==> src/stp_pkg.sv <==
// Notes on behaviour
// - Four shared vectors, enable high byte, flags low
// - Enable bit masks a source onto its vector
// - Flag sets on event even when masked
// - Two-wire, serial ports routed to vectors 0-2
// - CAN, PWM to 3 too; errors, unlock 3
// - Resets: vector 0, number 0, top priority
// - Class A traps: own vectors, below resets
// - Class B traps share vector 28h, lower
// - Reset or hardware trap forces level 15
// - Each hardware trap sets its flag bit
// - Hardware trap preempts unless same or higher class runs
package stp_pkg;
   // ----------------------------------------
   // Register byte addresses.
   // ----------------------------------------
   localparam logic [7:0] ADR_SV0 = 8'h00;
   localparam logic [7:0] ADR_SV3 = 8'h0C;
   localparam logic [7:0] ADR_TFR = 8'h10;
   localparam logic [7:0] ADR_IST = 8'h14;
   localparam logic [7:0] ADR_IMSK = 8'h18;
   localparam logic [15:0] SV_RST = 16'h0000;
   localparam logic [15:0] TFR_RST = 16'h0000;
   localparam logic [4:0] IRQ_RST = 5'h00;
   // ----------------------------------------
   // Source indices and routing.
   // ----------------------------------------
   localparam int NSRC = 14;
   localparam logic [3:0] S_NONE = 4'hF;
   // Per vector, per flag bit, which source feeds it; S_NONE is empty.
   localparam logic [3:0] SV_ROUTE [0:3][0:7] = '{
      '{4'h0, 4'h2, 4'h3, 4'h5, 4'h6, 4'h8, 4'h9, 4'hA},
      '{4'h1, 4'h2, 4'h3, 4'h5, 4'h6, 4'h8, 4'h9, 4'hA},
      '{4'hD, 4'h2, 4'h3, 4'h5, 4'h6, 4'h8, 4'h9, 4'hA},
      '{4'h0, 4'h1, 4'h4, 4'h7, 4'hB, 4'hC, 4'hD, 4'hF}};
   // ----------------------------------------
   // Trap numbers; vector location is number times four.
   // ----------------------------------------
   localparam logic [7:0] TN_RESET = 8'h00;
   localparam logic [7:0] TN_NMI = 8'h02;
   localparam logic [7:0] TN_STACK_OVERFLOW_FLAG = 8'h04;
   localparam logic [7:0] TN_STACK_UNDERFLOW_FLAG = 8'h06;
   localparam logic [7:0] TN_CLSB = 8'h0A;
   localparam logic [3:0] ILVL_MAX = 4'hF;
   // Trap flag bits: 0-2 class A, 3-8 class B.
   localparam int TF_B0 = 3;
   // Service states, one-hot.
   typedef enum logic [3:0] {
      ST_IDLE = 4'b0001,
      ST_CLSB = 4'b0010,
      ST_CLSA = 4'b0100,
      ST_RST = 4'b1000
   } stp_state_t;
endpackage : stp_pkg

==> src/stp_if.sv <==
`timescale 1ns/10ps
// Register traffic between the bus front end and the two engines.
interface stp_if;
   logic [3:0] sv_wr;
   logic tfr_wr;
   logic [15:0] wdata;
   logic [15:0] wmask;
   logic [15:0] sv_reg [0:3];
   logic [15:0] trap_flag_register;
   modport host (output sv_wr, tfr_wr, wdata, wmask, input sv_reg, trap_flag_register);
   modport mux (input sv_wr, wdata, wmask, output sv_reg);
   modport trap (input tfr_wr, wdata, wmask, output trap_flag_register);
endinterface : stp_if

==> src/stp_shared_mux.sv <==
`timescale 1ns/10ps
// Four shared vectors, each with eight enable and eight flag bits.
module stp_shared_mux (
   input wire logic clk_i,
   input wire logic rst_i,
   input wire logic [13:0] src_evt_i,
   input wire logic hold_i,
   stp_if.mux rif,
   output logic [3:0] sv_req_o
);
   import stp_pkg::*;
   // Event vector with a constant zero slot for empty positions.
   logic [15:0] evt;
   assign evt = {2'b00, src_evt_i};
   genvar v;
   generate
      for (v = 0; v < 4; v++) begin : g_vec
         logic [7:0] en_q;
         logic [7:0] fl_q;
         logic [7:0] hit;
         // Gather this vector's source events through the routing table.
         always_comb begin
            for (int k = 0; k < 8; k++) begin
               hit[k] = (SV_ROUTE[v][k] == S_NONE) ? 1'b0 : evt[SV_ROUTE[v][k]];
            end
         end
         // Enables follow software writes byte by byte.
         always_ff @(posedge clk_i) begin
            if (rst_i) begin
               en_q <= SV_RST[15:8];
            end else if (rif.sv_wr[v]) begin
               en_q <= (en_q & ~rif.wmask[15:8]) | (rif.wdata[15:8] & rif.wmask[15:8]);
            end
         end
         // Flags set regardless of enable; a written zero clears, a new event wins.
         always_ff @(posedge clk_i) begin
            if (rst_i) begin
               fl_q <= SV_RST[7:0];
            end else if (rif.sv_wr[v]) begin
               fl_q <= (fl_q & ~(rif.wmask[7:0] & ~rif.wdata[7:0])) | hit;
            end else begin
               fl_q <= fl_q | hit;
            end
         end
         assign rif.sv_reg[v] = {en_q, fl_q};
         // Request is held off while a hardware trap is being serviced.
         always_ff @(posedge clk_i) begin
            if (rst_i) begin
               sv_req_o[v] <= 1'b0;
            end else begin
               sv_req_o[v] <= (|(fl_q & en_q)) & ~hold_i;
            end
         end
      end
   endgenerate
endmodule : stp_shared_mux

==> src/stp_top.sv <==
`timescale 1ns/10ps
module stp_top (
   // Clock and reset.
   input wire logic CLOCK_I,
   input wire logic RST_I,
   // Wishbone slave.
   input wire logic CYC_I,
   input wire logic STB_I,
   input wire logic WE_I,
   input wire logic [7:0] ADR_I,
   input wire logic [3:0] SEL_I,
   input wire logic [31:0] DAT_I,
   output logic [31:0] DAT_O,
   output logic ACK_O,
   // Peripheral event pulses.
   input wire logic [13:0] SRC_EVT_I,
   // Exception sources and CPU status.
   input wire logic [1:0] RESET_EVT_I,
   input wire logic [2:0] CLASS_A_I,
   input wire logic [5:0] CLASS_B_I,
   input wire logic SW_TRAP_I,
   input wire logic [6:0] SW_TRAP_NUM_I,
   input wire logic [3:0] CPU_ILVL_I,
   input wire logic TRAP_DONE_I,
   // Requests towards the CPU.
   output logic [3:0] SV_REQ_O,
   output logic TRAP_TAKE_O,
   output logic [23:0] TRAP_VEC_O,
   output logic [7:0] TRAP_NUM_O,
   output logic [3:0] TRAP_ILVL_O,
   output logic TRAP_BUSY_O,
   output logic IRQ_O
);
   import stp_pkg::*;

   // ----------------------------------------
   // Internal nets.
   // ----------------------------------------
   stp_if rif (); // Register traffic to the engines.
   logic req; // A bus request waits for its answer.
   logic wr; // Write accepted this cycle.
   logic [15:0] bmask; // Byte lanes as a bit mask.
   logic ack_q; // Bus acknowledge.
   logic [31:0] dat_q; // Read data.
   logic [3:0] sv_req; // Vector requests from the mux.
   logic [3:0] sv_prev_q; // Last cycle's vector requests.
   logic take; // Exception launch pulse.
   logic busy; // Hardware trap in service.
   logic [4:0] ist_q; // Sticky event status.
   logic [4:0] imsk_q; // Interrupt mask.
   logic [4:0] ev; // Event pulses into the status.
   logic irq_q; // Interrupt output flop.
   logic [31:0] rd; // Read value before registering.

   // ----------------------------------------
   // Bus decode.
   // ----------------------------------------
   // One request per ack; the answer comes one edge after the request.
   assign req = CYC_I & STB_I & ~ack_q;
   assign wr = req & WE_I;
   assign bmask = {{8{SEL_I[1]}}, {8{SEL_I[0]}}};
   assign rif.wdata = DAT_I[15:0];
   assign rif.wmask = bmask;
   genvar i;
   generate
      for (i = 0; i < 4; i++) begin : g_wr
         // Each select register sits on its own aligned word.
         assign rif.sv_wr[i] = wr && (ADR_I == ADR_SV0 + 8'(4 * i));
      end
   endgenerate
   assign rif.tfr_wr = wr && (ADR_I == ADR_TFR);

   // Read mux; unmapped words and unused upper bits read as zero.
   always_comb begin
      rd = 32'h0000_0000;
      case (ADR_I)
         ADR_SV0: rd = {16'h0000, rif.sv_reg[0]};
         ADR_SV0 + 8'h04: rd = {16'h0000, rif.sv_reg[1]};
         ADR_SV0 + 8'h08: rd = {16'h0000, rif.sv_reg[2]};
         ADR_SV3: rd = {16'h0000, rif.sv_reg[3]};
         ADR_TFR: rd = {16'h0000, rif.trap_flag_register};
         ADR_IST: rd = {27'h000_0000, ist_q};
         ADR_IMSK: rd = {27'h000_0000, imsk_q};
         default: rd = 32'h0000_0000;
      endcase
   end

   // Acknowledge every request, mapped or not, so the master never hangs.
   always_ff @(posedge CLOCK_I) begin
      if (RST_I) begin
         ack_q <= 1'b0;
      end else begin
         ack_q <= req;
      end
   end

   // Capture read data at the same edge the ack rises.
   always_ff @(posedge CLOCK_I) begin
      if (RST_I) begin
         dat_q <= 32'h0000_0000;
      end else if (req && !WE_I) begin
         dat_q <= rd;
      end
   end

   // ----------------------------------------
   // Engines.
   // ----------------------------------------
   stp_shared_mux u_mux (
      .clk_i(CLOCK_I),
      .rst_i(RST_I),
      .src_evt_i(SRC_EVT_I),
      .hold_i(busy),
      .rif(rif.mux),
      .sv_req_o(sv_req)
   );

   stp_trap_prio u_trap (
      .clk_i(CLOCK_I),
      .rst_i(RST_I),
      .rst_evt_i(RESET_EVT_I),
      .cls_a_i(CLASS_A_I),
      .cls_b_i(CLASS_B_I),
      .sw_trap_i(SW_TRAP_I),
      .sw_num_i(SW_TRAP_NUM_I),
      .cpu_ilvl_i(CPU_ILVL_I),
      .done_i(TRAP_DONE_I),
      .rif(rif.trap),
      .take_o(take),
      .vec_o(TRAP_VEC_O),
      .num_o(TRAP_NUM_O),
      .ilvl_o(TRAP_ILVL_O),
      .busy_o(busy)
   );

   // ----------------------------------------
   // Interrupt status and mask.
   // ----------------------------------------
   // Events: rising edge of each vector request, and any exception launch.
   assign ev = {take, sv_req & ~sv_prev_q};

   // Remember requests to find their rising edges.
   always_ff @(posedge CLOCK_I) begin
      if (RST_I) begin
         sv_prev_q <= 4'h0;
      end else begin
         sv_prev_q <= sv_req;
      end
   end

   // Write one to clear; an event in the same cycle keeps its bit set.
   always_ff @(posedge CLOCK_I) begin
      if (RST_I) begin
         ist_q <= IRQ_RST;
      end else if (wr && ADR_I == ADR_IST && SEL_I[0]) begin
         ist_q <= (ist_q & ~DAT_I[4:0]) | ev;
      end else begin
         ist_q <= ist_q | ev;
      end
   end

   // Mask register, plain read and write.
   always_ff @(posedge CLOCK_I) begin
      if (RST_I) begin
         imsk_q <= IRQ_RST;
      end else if (wr && ADR_I == ADR_IMSK && SEL_I[0]) begin
         imsk_q <= DAT_I[4:0];
      end
   end

   // Level interrupt, one cycle behind the status so it leaves a flop.
   always_ff @(posedge CLOCK_I) begin
      if (RST_I) begin
         irq_q <= 1'b0;
      end else begin
         irq_q <= |(ist_q & imsk_q);
      end
   end

   // ----------------------------------------
   // Outputs.
   // ----------------------------------------
   // All of these come from flops in this module or the engines.
   assign ACK_O = ack_q;
   assign DAT_O = dat_q;
   assign SV_REQ_O = sv_req;
   assign TRAP_TAKE_O = take;
   assign TRAP_BUSY_O = busy;
   assign IRQ_O = irq_q;
endmodule : stp_top

==> src/stp_trap_prio.sv <==
`timescale 1ns/10ps
// Exception arbiter: resets, class A, class B and software traps.
module stp_trap_prio (
   input wire logic clk_i,
   input wire logic rst_i,
   input wire logic [1:0] rst_evt_i,
   input wire logic [2:0] cls_a_i,
   input wire logic [5:0] cls_b_i,
   input wire logic sw_trap_i,
   input wire logic [6:0] sw_num_i,
   input wire logic [3:0] cpu_ilvl_i,
   input wire logic done_i,
   stp_if.trap rif,
   output logic take_o,
   output logic [23:0] vec_o,
   output logic [7:0] num_o,
   output logic [3:0] ilvl_o,
   output logic busy_o
);
   import stp_pkg::*;
   stp_state_t state_q;
   logic p_rst_q;
   logic [2:0] p_a_q;
   logic p_b_q;
   logic p_sw_q;
   logic [6:0] sw_num_q;
   logic [15:0] tfr_q;
   logic go_rst, go_a, go_b, go_sw;
   // Admission: a trap enters only above the class in service.
   always_comb begin
      go_rst = p_rst_q && (state_q != ST_RST);
      go_a = !go_rst && (|p_a_q) && (state_q == ST_IDLE || state_q == ST_CLSB);
      go_b = !go_rst && !(|p_a_q) && p_b_q && (state_q == ST_IDLE);
      go_sw = p_sw_q && !p_rst_q && !(|p_a_q) && !p_b_q && (state_q == ST_IDLE);
   end
   // Pending latches; hardware reset leaves a reset service pending.
   always_ff @(posedge clk_i) begin
      if (rst_i) begin
         p_rst_q <= 1'b1;
         p_a_q <= 3'b000;
         p_b_q <= 1'b0;
         p_sw_q <= 1'b0;
         sw_num_q <= 7'h00;
      end else begin
         p_rst_q <= (p_rst_q & ~go_rst) | (|rst_evt_i);
         p_a_q <= (go_a ? (p_a_q & (p_a_q - 3'd1)) : p_a_q) | cls_a_i;
         p_b_q <= (p_b_q & ~go_b) | (|cls_b_i);
         if (sw_trap_i && !p_sw_q) begin
            p_sw_q <= 1'b1;
            sw_num_q <= sw_num_i;
         end else if (go_sw) begin
            p_sw_q <= 1'b0;
         end
      end
   end
   // Trap flags: events set, software writing zero clears, set wins.
   always_ff @(posedge clk_i) begin
      if (rst_i) begin
         tfr_q <= TFR_RST;
      end else if (rif.tfr_wr) begin
         tfr_q <= (tfr_q & ~(rif.wmask & ~rif.wdata)) | {7'h00, cls_b_i, cls_a_i};
      end else begin
         tfr_q <= tfr_q | {7'h00, cls_b_i, cls_a_i};
      end
   end
   assign rif.trap_flag_register = tfr_q;
   // Service launch; lowest set class A bit is the highest ranked.
   always_ff @(posedge clk_i) begin
      if (rst_i) begin
         state_q <= ST_IDLE;
         take_o <= 1'b0;
         num_o <= TN_RESET;
         ilvl_o <= 4'h0;
         busy_o <= 1'b0;
      end else begin
         take_o <= go_rst | go_a | go_b | go_sw;
         // Busy is kept in its own flop, mirroring the state, so the top output leaves a flop.
         if (go_rst) begin
            state_q <= ST_RST;
            busy_o <= 1'b1;
            num_o <= TN_RESET;
            ilvl_o <= ILVL_MAX;
         end else if (go_a) begin
            state_q <= ST_CLSA;
            busy_o <= 1'b1;
            num_o <= p_a_q[0] ? TN_NMI : (p_a_q[1] ? TN_STACK_OVERFLOW_FLAG : TN_STACK_UNDERFLOW_FLAG);
            ilvl_o <= ILVL_MAX;
         end else if (go_b) begin
            state_q <= ST_CLSB;
            busy_o <= 1'b1;
            num_o <= TN_CLSB;
            ilvl_o <= ILVL_MAX;
         end else if (go_sw) begin
            num_o <= {1'b0, sw_num_q};
            ilvl_o <= cpu_ilvl_i;
         end else if (done_i) begin
            state_q <= ST_IDLE;
            busy_o <= 1'b0;
         end
      end
   end
   assign vec_o = {14'h0000, num_o, 2'b00};
endmodule : stp_trap_prio

==> config.mk <==
export PLATFORM = sky130hd
export DESIGN_NAME = stp_top
export DESIGN_NICKNAME = d
export VERILOG_FILES = /design/src/stp_pkg.sv /design/src/stp_if.sv /design/src/stp_shared_mux.sv /design/src/stp_top.sv /design/src/stp_trap_prio.sv
export SDC_FILE = /design/constraint.sdc
export NUM_CORES = 1
export LEC_CHECK = 0
export BUFFER_PORTS_ARGS = -buffer_cell sky130_fd_sc_hd__buf_2
export CAP_MARGIN = 20
export CORE_UTILIZATION = 57
export DETAILED_ROUTE_END_ITERATION = 7
export PLACE_DENSITY = 0.85
export REMOVE_ABC_BUFFERS = 1
export SETUP_SLACK_MARGIN = 0.05
export SYNTH_ARGS = -nofsm -noshare
export SYNTH_HDL_FRONTEND = slang
export SYNTH_SLANG_ARGS = --single-unit
export TNS_END_PERCENT = 30
==> constraint.sdc <==
create_clock -name CLOCK_I -period 5.2 [get_ports CLOCK_I]
set_clock_uncertainty 0.2 [all_clocks]
set_input_delay 1.04 -clock CLOCK_I [delete_from_list [all_inputs] [get_ports CLOCK_I]]
set_output_delay 1.04 -clock CLOCK_I [all_outputs]
set_load 0.05 [all_outputs]
==> run_results.csv, run 1 <==
group,metric,value,unit
clock_network,ctsResizeCount,0,
logic_synthesis,synth_flop_cell,"dfxtp_1",
worst_setup_path,cp_cell_sequence,"buf_2 -> nor3b_4 -> nor2b_1 -> a22oi_1 -> o21ai_0",
placement,port_buffers,110,
timing,fin_crit,3.20,ns
clock_network,cts_tree,"done",
clock_network,cts.clk_slew.worst_paths,0.06,ns
grt,grt_use_met3,0.0646,
outcome,status,"completed",
timing,worst_pin_slew,1.03,ns
clock_network,insertion_delay,0.42,ns
detailed_routing,viasPerCell,6.32,
grt,top_usage_layer,"met2",
clock_network,htreeDepth,4,
placement,dpl_cell_area,0.00695,mm2
layout,fin_util,0.685,
pwr,p_total,2660,uW
detailed_routing,route.detailed.wl_per_inst,19.7,um
worst_setup_path,slowest_delay,0.86,ns
logic_synthesis,synth_seq_cells,146,
logic_synthesis,netlist.area_leader.share,0.447,
logic_synthesis,yosysTopAreaCell,"dfxtp_1",
detailed_routing,dr.pass1.iters,7,
timing,hold_violations,0,
timing,holdWs,0.246,ns
logic_synthesis,ys.warnings.count,0,
logic_synthesis,synth.most_common_cell,"dfxtp_1",
layout,drive_gt1_frac,0.229,
floorplan,die_area,0.0119,mm2
grt,grt_first_pass_wirelength,28300,um
floorplan,die_x,109,um
logic_synthesis,synth.top_cells.by_count,"146 x dfxtp_1, 51 x nor2_1, 50 x nand2_1",
logic_synthesis,netlist_area,0.00654,mm2
worst_setup_path,cp_data_required_time,5.34,ns
logic_synthesis,ys_async_sr_fraction,0,
floorplan,start_util,0.593,
pwr,power.density,352,mW/mm2
layout,seqCellArea,0.00292,mm2
hold_path,hold_path_class,"register to register",
logic_synthesis,synth_area_leaders,"dfxtp_1 45%, mux2i_1 6.6%, buf_4 4.8%",
placement,place.gp.congestion,0.915,
grt,met2_usage,0.507,
logic_synthesis,ys_seq_area_frac,0.447,
clock_network,cts_setup_buffers,0,
layout,multi_input_area,0.00319,mm2
grt,overflow,0,
clock_network,clock-root-buffer,"clkbuf_16",
timing,post-route-period-util,0.615,
layout,final_cell_area,0.00756,mm2
detailed_routing,vias,5930,
clock_network,clockBufferDepth,2,
detailed_routing,ant_nets,0,
grt,grt_pass1_vias,5474,
clock_network,cts_hold_buffers,0,
timing,fmax,313,MHz
pwr,p_leak,0.00327,uW
floorplan,die_h,109,um
detailed_routing,drt_iter0_markers,582,
layout,area_growth,15.6,%
clock_network,cts_num_sinks,146,
placement,dpl.hpwl,12800,um
logic_synthesis,synth.avg_cell_area,9.40,um2
floorplan,coreArea,0.0110,mm2
pwr,ir_worst_vdd,195,uV
grt,grtUsageMet1,0.411,
flow_run,max_cap_violations,0,
worst_setup_path,critPathMaxFanout,19,
floorplan,num_io_pins,163,
layout,nNetsFinal,873,
floorplan,rows,38,
detailed_routing,drc,0,
worst_setup_path,crit_type,"primary input to register",
logic_synthesis,ys_types,67,
timing,tns,0,ns
grt,grt_max_degree,77,
grt,antenna_found_initial,0,
worst_setup_path,start_kind,"primary input",
grt,grt_usage,0.317,
timing,final_max_slew_viol_count,0,
timing,rsz0062_at_grt,"false",
worst_setup_path,cp.arrival,3.33,ns
clock_network,cts_buffers,17,
worst_setup_path,end_kind,"register",
layout,fill_cells,863,
logic_synthesis,postSynthCellCount,696,
logic_synthesis,synth_edf_count,0,
layout,diodes,0,
detailed_routing,totalWireLength,18500,um
timing,setup_viol,0,
worst_setup_path,slowest_stage,"nor3b_4",
timing,max_slew_margin,0.311,
[cells by family after synthesis]
| group | count (synthesis) | share of synthesized area |
|---|---|---|
| AO/OA/AOI/OAI | 207 | 0.227 |
| AND/OR/NAND/NOR | 192 | 0.153 |
| flip-flops | 146 | 0.447 |
| buffers and inverters | 99 | 0.0853 |
| multiplexers | 50 | 0.0865 |
| XOR/XNOR | 1 | 0.00134 |
| other | 1 | 0.000573 |
[metrics by stage]
| step | cells | setup slack [ns] |
|---|---|---|
| 2_1_floorplan | 651 | 1.55 |
| 3_3_place_gp | 905 | 1.77 |
| 3_5_place_dp | 905 | 1.71 |
| 4_1_cts | 937 | 2.08 |
| 5_1_grt | 939 | 1.93 |
| 6_report | 939 | 2.00 |
[layer usage]
| layer | share of wire | vias to the layer above |
|---|---|---|
| li1 | - | 2672 |
| met1 | 0.40 | 2828 |
| met2 | 0.47 | 389 |
| met3 | 0.097 | 41 |
| met4 | 0.025 | 0 |
| met5 | 0 | - |
[cell usage in the layout, fill, tap and decap left out, types with 28 or more instances in the layout]
| master | n |
|---|---|
| conb_1 | 34 |
| a22oi_1 | 32 |
| mux2i_1 | 43 |
| nor2_1 | 51 |
| nand2_1 | 50 |
| buf_2 | 110 |
| a21oi_1 | 28 |
| o21ai_0 | 39 |
| dfxtp_1 | 146 |
[layout make-up]
cell class	instances	area share
clock buffers	19	0.0586
clock inverters	13	0.0179
inverters	21	0.0104
multi-input cells	484	0.422
flip-flops and latches	146	0.387
well taps	140	0.0232
repair buffers	116	0.0814
[report_power, final]
part	switching (uW)	internal, uW	total, uW
registers	31.8	1160	1190
logic	188	79.8	268
clock network	488	717	1210
[worst max-delay path: cells and delay by family]
family / cells / cell delay (ns)
simple gates: 2 / 1.68
buf+inv: 1 / 0.14
compound gates: 2 / 0.47
[final timing paths]
check	from	end	slack (ns)	depth (start not counted)
max	ADR_I[1]	DAT_O[8]	2.00	5
min	u_trap.rif.trap_flag_register[13]	u_trap.rif.trap_flag_register[13]	0.25	1
max reg2reg	ACK_O	register	2.94	4
min reg2reg	u_trap.rif.trap_flag_register[13]	u_trap.rif.trap_flag_register[13]	0.25	1
No activity file was read; power rests on OpenSTA's default activity.
==> inputs of run 2 (changes only) <==
--- a/config.mk
+++ b/config.mk
@@ -7,9 +7,9 @@
 export LEC_CHECK = 0
 export BUFFER_PORTS_ARGS = -buffer_cell sky130_fd_sc_hd__buf_2
 export CAP_MARGIN = 20
-export CORE_UTILIZATION = 57
+export CORE_UTILIZATION = 48
 export DETAILED_ROUTE_END_ITERATION = 7
-export PLACE_DENSITY = 0.85
+export PLACE_DENSITY = 0.76
 export REMOVE_ABC_BUFFERS = 1
 export SETUP_SLACK_MARGIN = 0.05
 export SYNTH_ARGS = -nofsm -noshare
==> constraint.sdc (replaced) <==
create_clock -name CLOCK_I -period 2.6 [get_ports CLOCK_I]
set_clock_uncertainty 0.2 [all_clocks]
set_input_delay 0.52 -clock CLOCK_I [delete_from_list [all_inputs] [get_ports CLOCK_I]]
set_output_delay 0.52 -clock CLOCK_I [all_outputs]
set_load 0.05 [all_outputs]
==> run_results.csv, run 2 (same netlist as run 1, synthesis figures left out) <==
group,metric,value,unit
layout,multi_input_area,0.00319,mm2
layout,final_cell_mix,"146 x dfxtp_1, 110 x buf_2, 51 x nor2_1",
timing,hold_violations,0,
floorplan,coreArea,0.0132,mm2
worst_setup_path,r2r_start,"ACK_O",
floorplan,die_x,119,um
detailed_routing,route.detailed.wl_per_inst,18.2,um
layout,fill_cells,1216,
clock_network,insertion_delay,0.43,ns
placement,dpl.hpwl,13100,um
layout,diodes,0,
worst_setup_path,cp_num_buf_inv,1,
timing,worst_pin_slew,0.726,ns
layout,area_growth,18.8,%
clock_network,ctsResizeCount,0,
timing,final_max_slew_viol_count,0,
worst_setup_path,cp_data_required_time,2.71,ns
detailed_routing,drc,0,
grt,grt_pass1_vias,5169,
detailed_routing,vias,5746,
timing,fin_ws,0.585,ns
clock_network,cts_setup_buffers,0,
timing,post-route-period-util,0.775,
floorplan,die_h,119,um
clock_network,clock-root-buffer,"clkbuf_16",
layout,seqCellArea,0.00292,mm2
hold_path,hold_path_class,"primary input to register",
timing,tns,0,ns
grt,grt_first_pass_wirelength,28200,um
detailed_routing,ant_nets,0,
worst_setup_path,path_depth,4,
detailed_routing,dr.pass1.iters,5,
worst_setup_path,end_kind,"register",
worst_setup_path,worst_r2r_path_depth,4,
pwr,p_total,5470,uW
layout,nNetsFinal,889,
detailed_routing,totalWireLength,18000,um
grt,overflow,0,
worst_setup_path,slowest_delay,0.60,ns
pwr,power.density,703,mW/mm2
clock_network,cts.clk_slew.worst_paths,0.06,ns
worst_setup_path,cp-startpoint,"ADR_I[3]",
timing,setup_viol,0,
clock_network,cts_hold_buffers,0,
timing,fmax,496,MHz
pwr,ir_worst_vdd,596,uV
floorplan,rows,42,
detailed_routing,viasPerCell,5.80,
worst_setup_path,cp.arrival,2.12,ns
layout,layout_commonest_cell,"dfxtp_1",
timing,max_slew_margin,0.516,
timing,fin_crit,2.02,ns
clock_network,cts_tree,"done",
grt,grt_max_degree,66,
floorplan,num_io_pins,163,
worst_setup_path,start_kind,"primary input",
timing,rsz0062_at_grt,"false",
placement,place_ws,0.219,ns
worst_setup_path,crit_path_end,"DAT_O[3]",
placement,place.gp.congestion,0.875,
floorplan,start_util,0.494,
worst_setup_path,regToRegSetupSlack,0.60,ns
worst_setup_path,critPathMaxFanout,33,
placement,port_buffers,110,
detailed_routing,drt_iter0_markers,557,
clock_network,cts_buffers,17,
layout,drive_gt1_frac,0.245,
worst_setup_path,cp_top_family,"multiplexers",
outcome,status,"completed",
flow_run,max_cap_violations,0,
worst_setup_path,slowest_stage,"mux4_2",
clock_network,cts_num_sinks,146,
worst_setup_path,cp_cell_sequence,"buf_2 -> mux4_2 -> a22oi_1 -> o21ai_0",
floorplan,die_area,0.0141,mm2
grt,antenna_found_initial,0,
clock_network,htreeDepth,4,
grt,grt_usage,0.260,
pwr,p_leak,0.00338,uW
clock_network,clockBufferDepth,2,
worst_setup_path,crit_type,"primary input to register",
[run 2: cell types whose count changed in the layout (fill, tap and decap cells not counted), sizes merged]
cell,change
clkinvlp,-4
clkinv,+1
clkbuf,-3
inv,+4
bufinv,+1
buf,+17
[run 2: per-layer routing]
layer / global-route usage / part of all wire / wire length, um / up-vias
met4: 0.126 / 0.030 / 539 / 0
met2: 0.390 / 0.45 / 8130 / 296
met5: 0 / 0 / 0 / -
met1: 0.349 / 0.43 / 7810 / 2712
li1: - / - / - / 2703
met3: 0.0623 / 0.085 / 1540 / 35
[run 2: tightest hold or removal path: stages]
cell,delay [ns]
buf_2,0.07
nor3_1,0.04
o21ai_0,0.05
[run 2: how the worst min path moves through the flow]
stage / start / endpoint / slack, ns / depth (start not counted)
floorplan: u_trap.rif.trap_flag_register[10] / u_trap.rif.trap_flag_register[10] / 0.23 / 1
CTS: RESET_EVT_I[0] / u_trap.p_rst_q / 0.08 / 3
detailed placement: u_trap.rif.trap_flag_register[12] / u_trap.rif.trap_flag_register[12] / 0.24 / 1
finish: RESET_EVT_I[0] / u_trap.p_rst_q / 0.09 / 3
global route: RESET_EVT_I[0] / u_trap.p_rst_q / 0.08 / 3
global placement: u_trap.rif.trap_flag_register[10] / u_trap.rif.trap_flag_register[10] / 0.23 / 1
[run 2: power breakdown]
part,switching [uW],internal (uW),total (uW)
clock,1020,1540,2560
combinational,374,166,540
sequential,63.6,2310,2370
total,1460,4010,5470
[run 2: per-stage QoR]
step	util	hold slack [ns]	cell area, um2	cells
floorplan	-	0.230	6190	651
global placement	0.540	0.233	7150	959
detailed placement	0.540	0.240	7150	959
CTS	0.587	0.0815	7770	991
global route	0.587	0.0833	7770	991
finish	0.587	0.0876	7770	991
[run 2: area by class of cell]
type	count	share of cell area
clock buffer	17	0.0547
timing repair buffer	132	0.0953
clock inverter	15	0.0253
tap	176	0.0283
sequential	146	0.376
inverter	21	0.0101
multi-input combinational	484	0.410
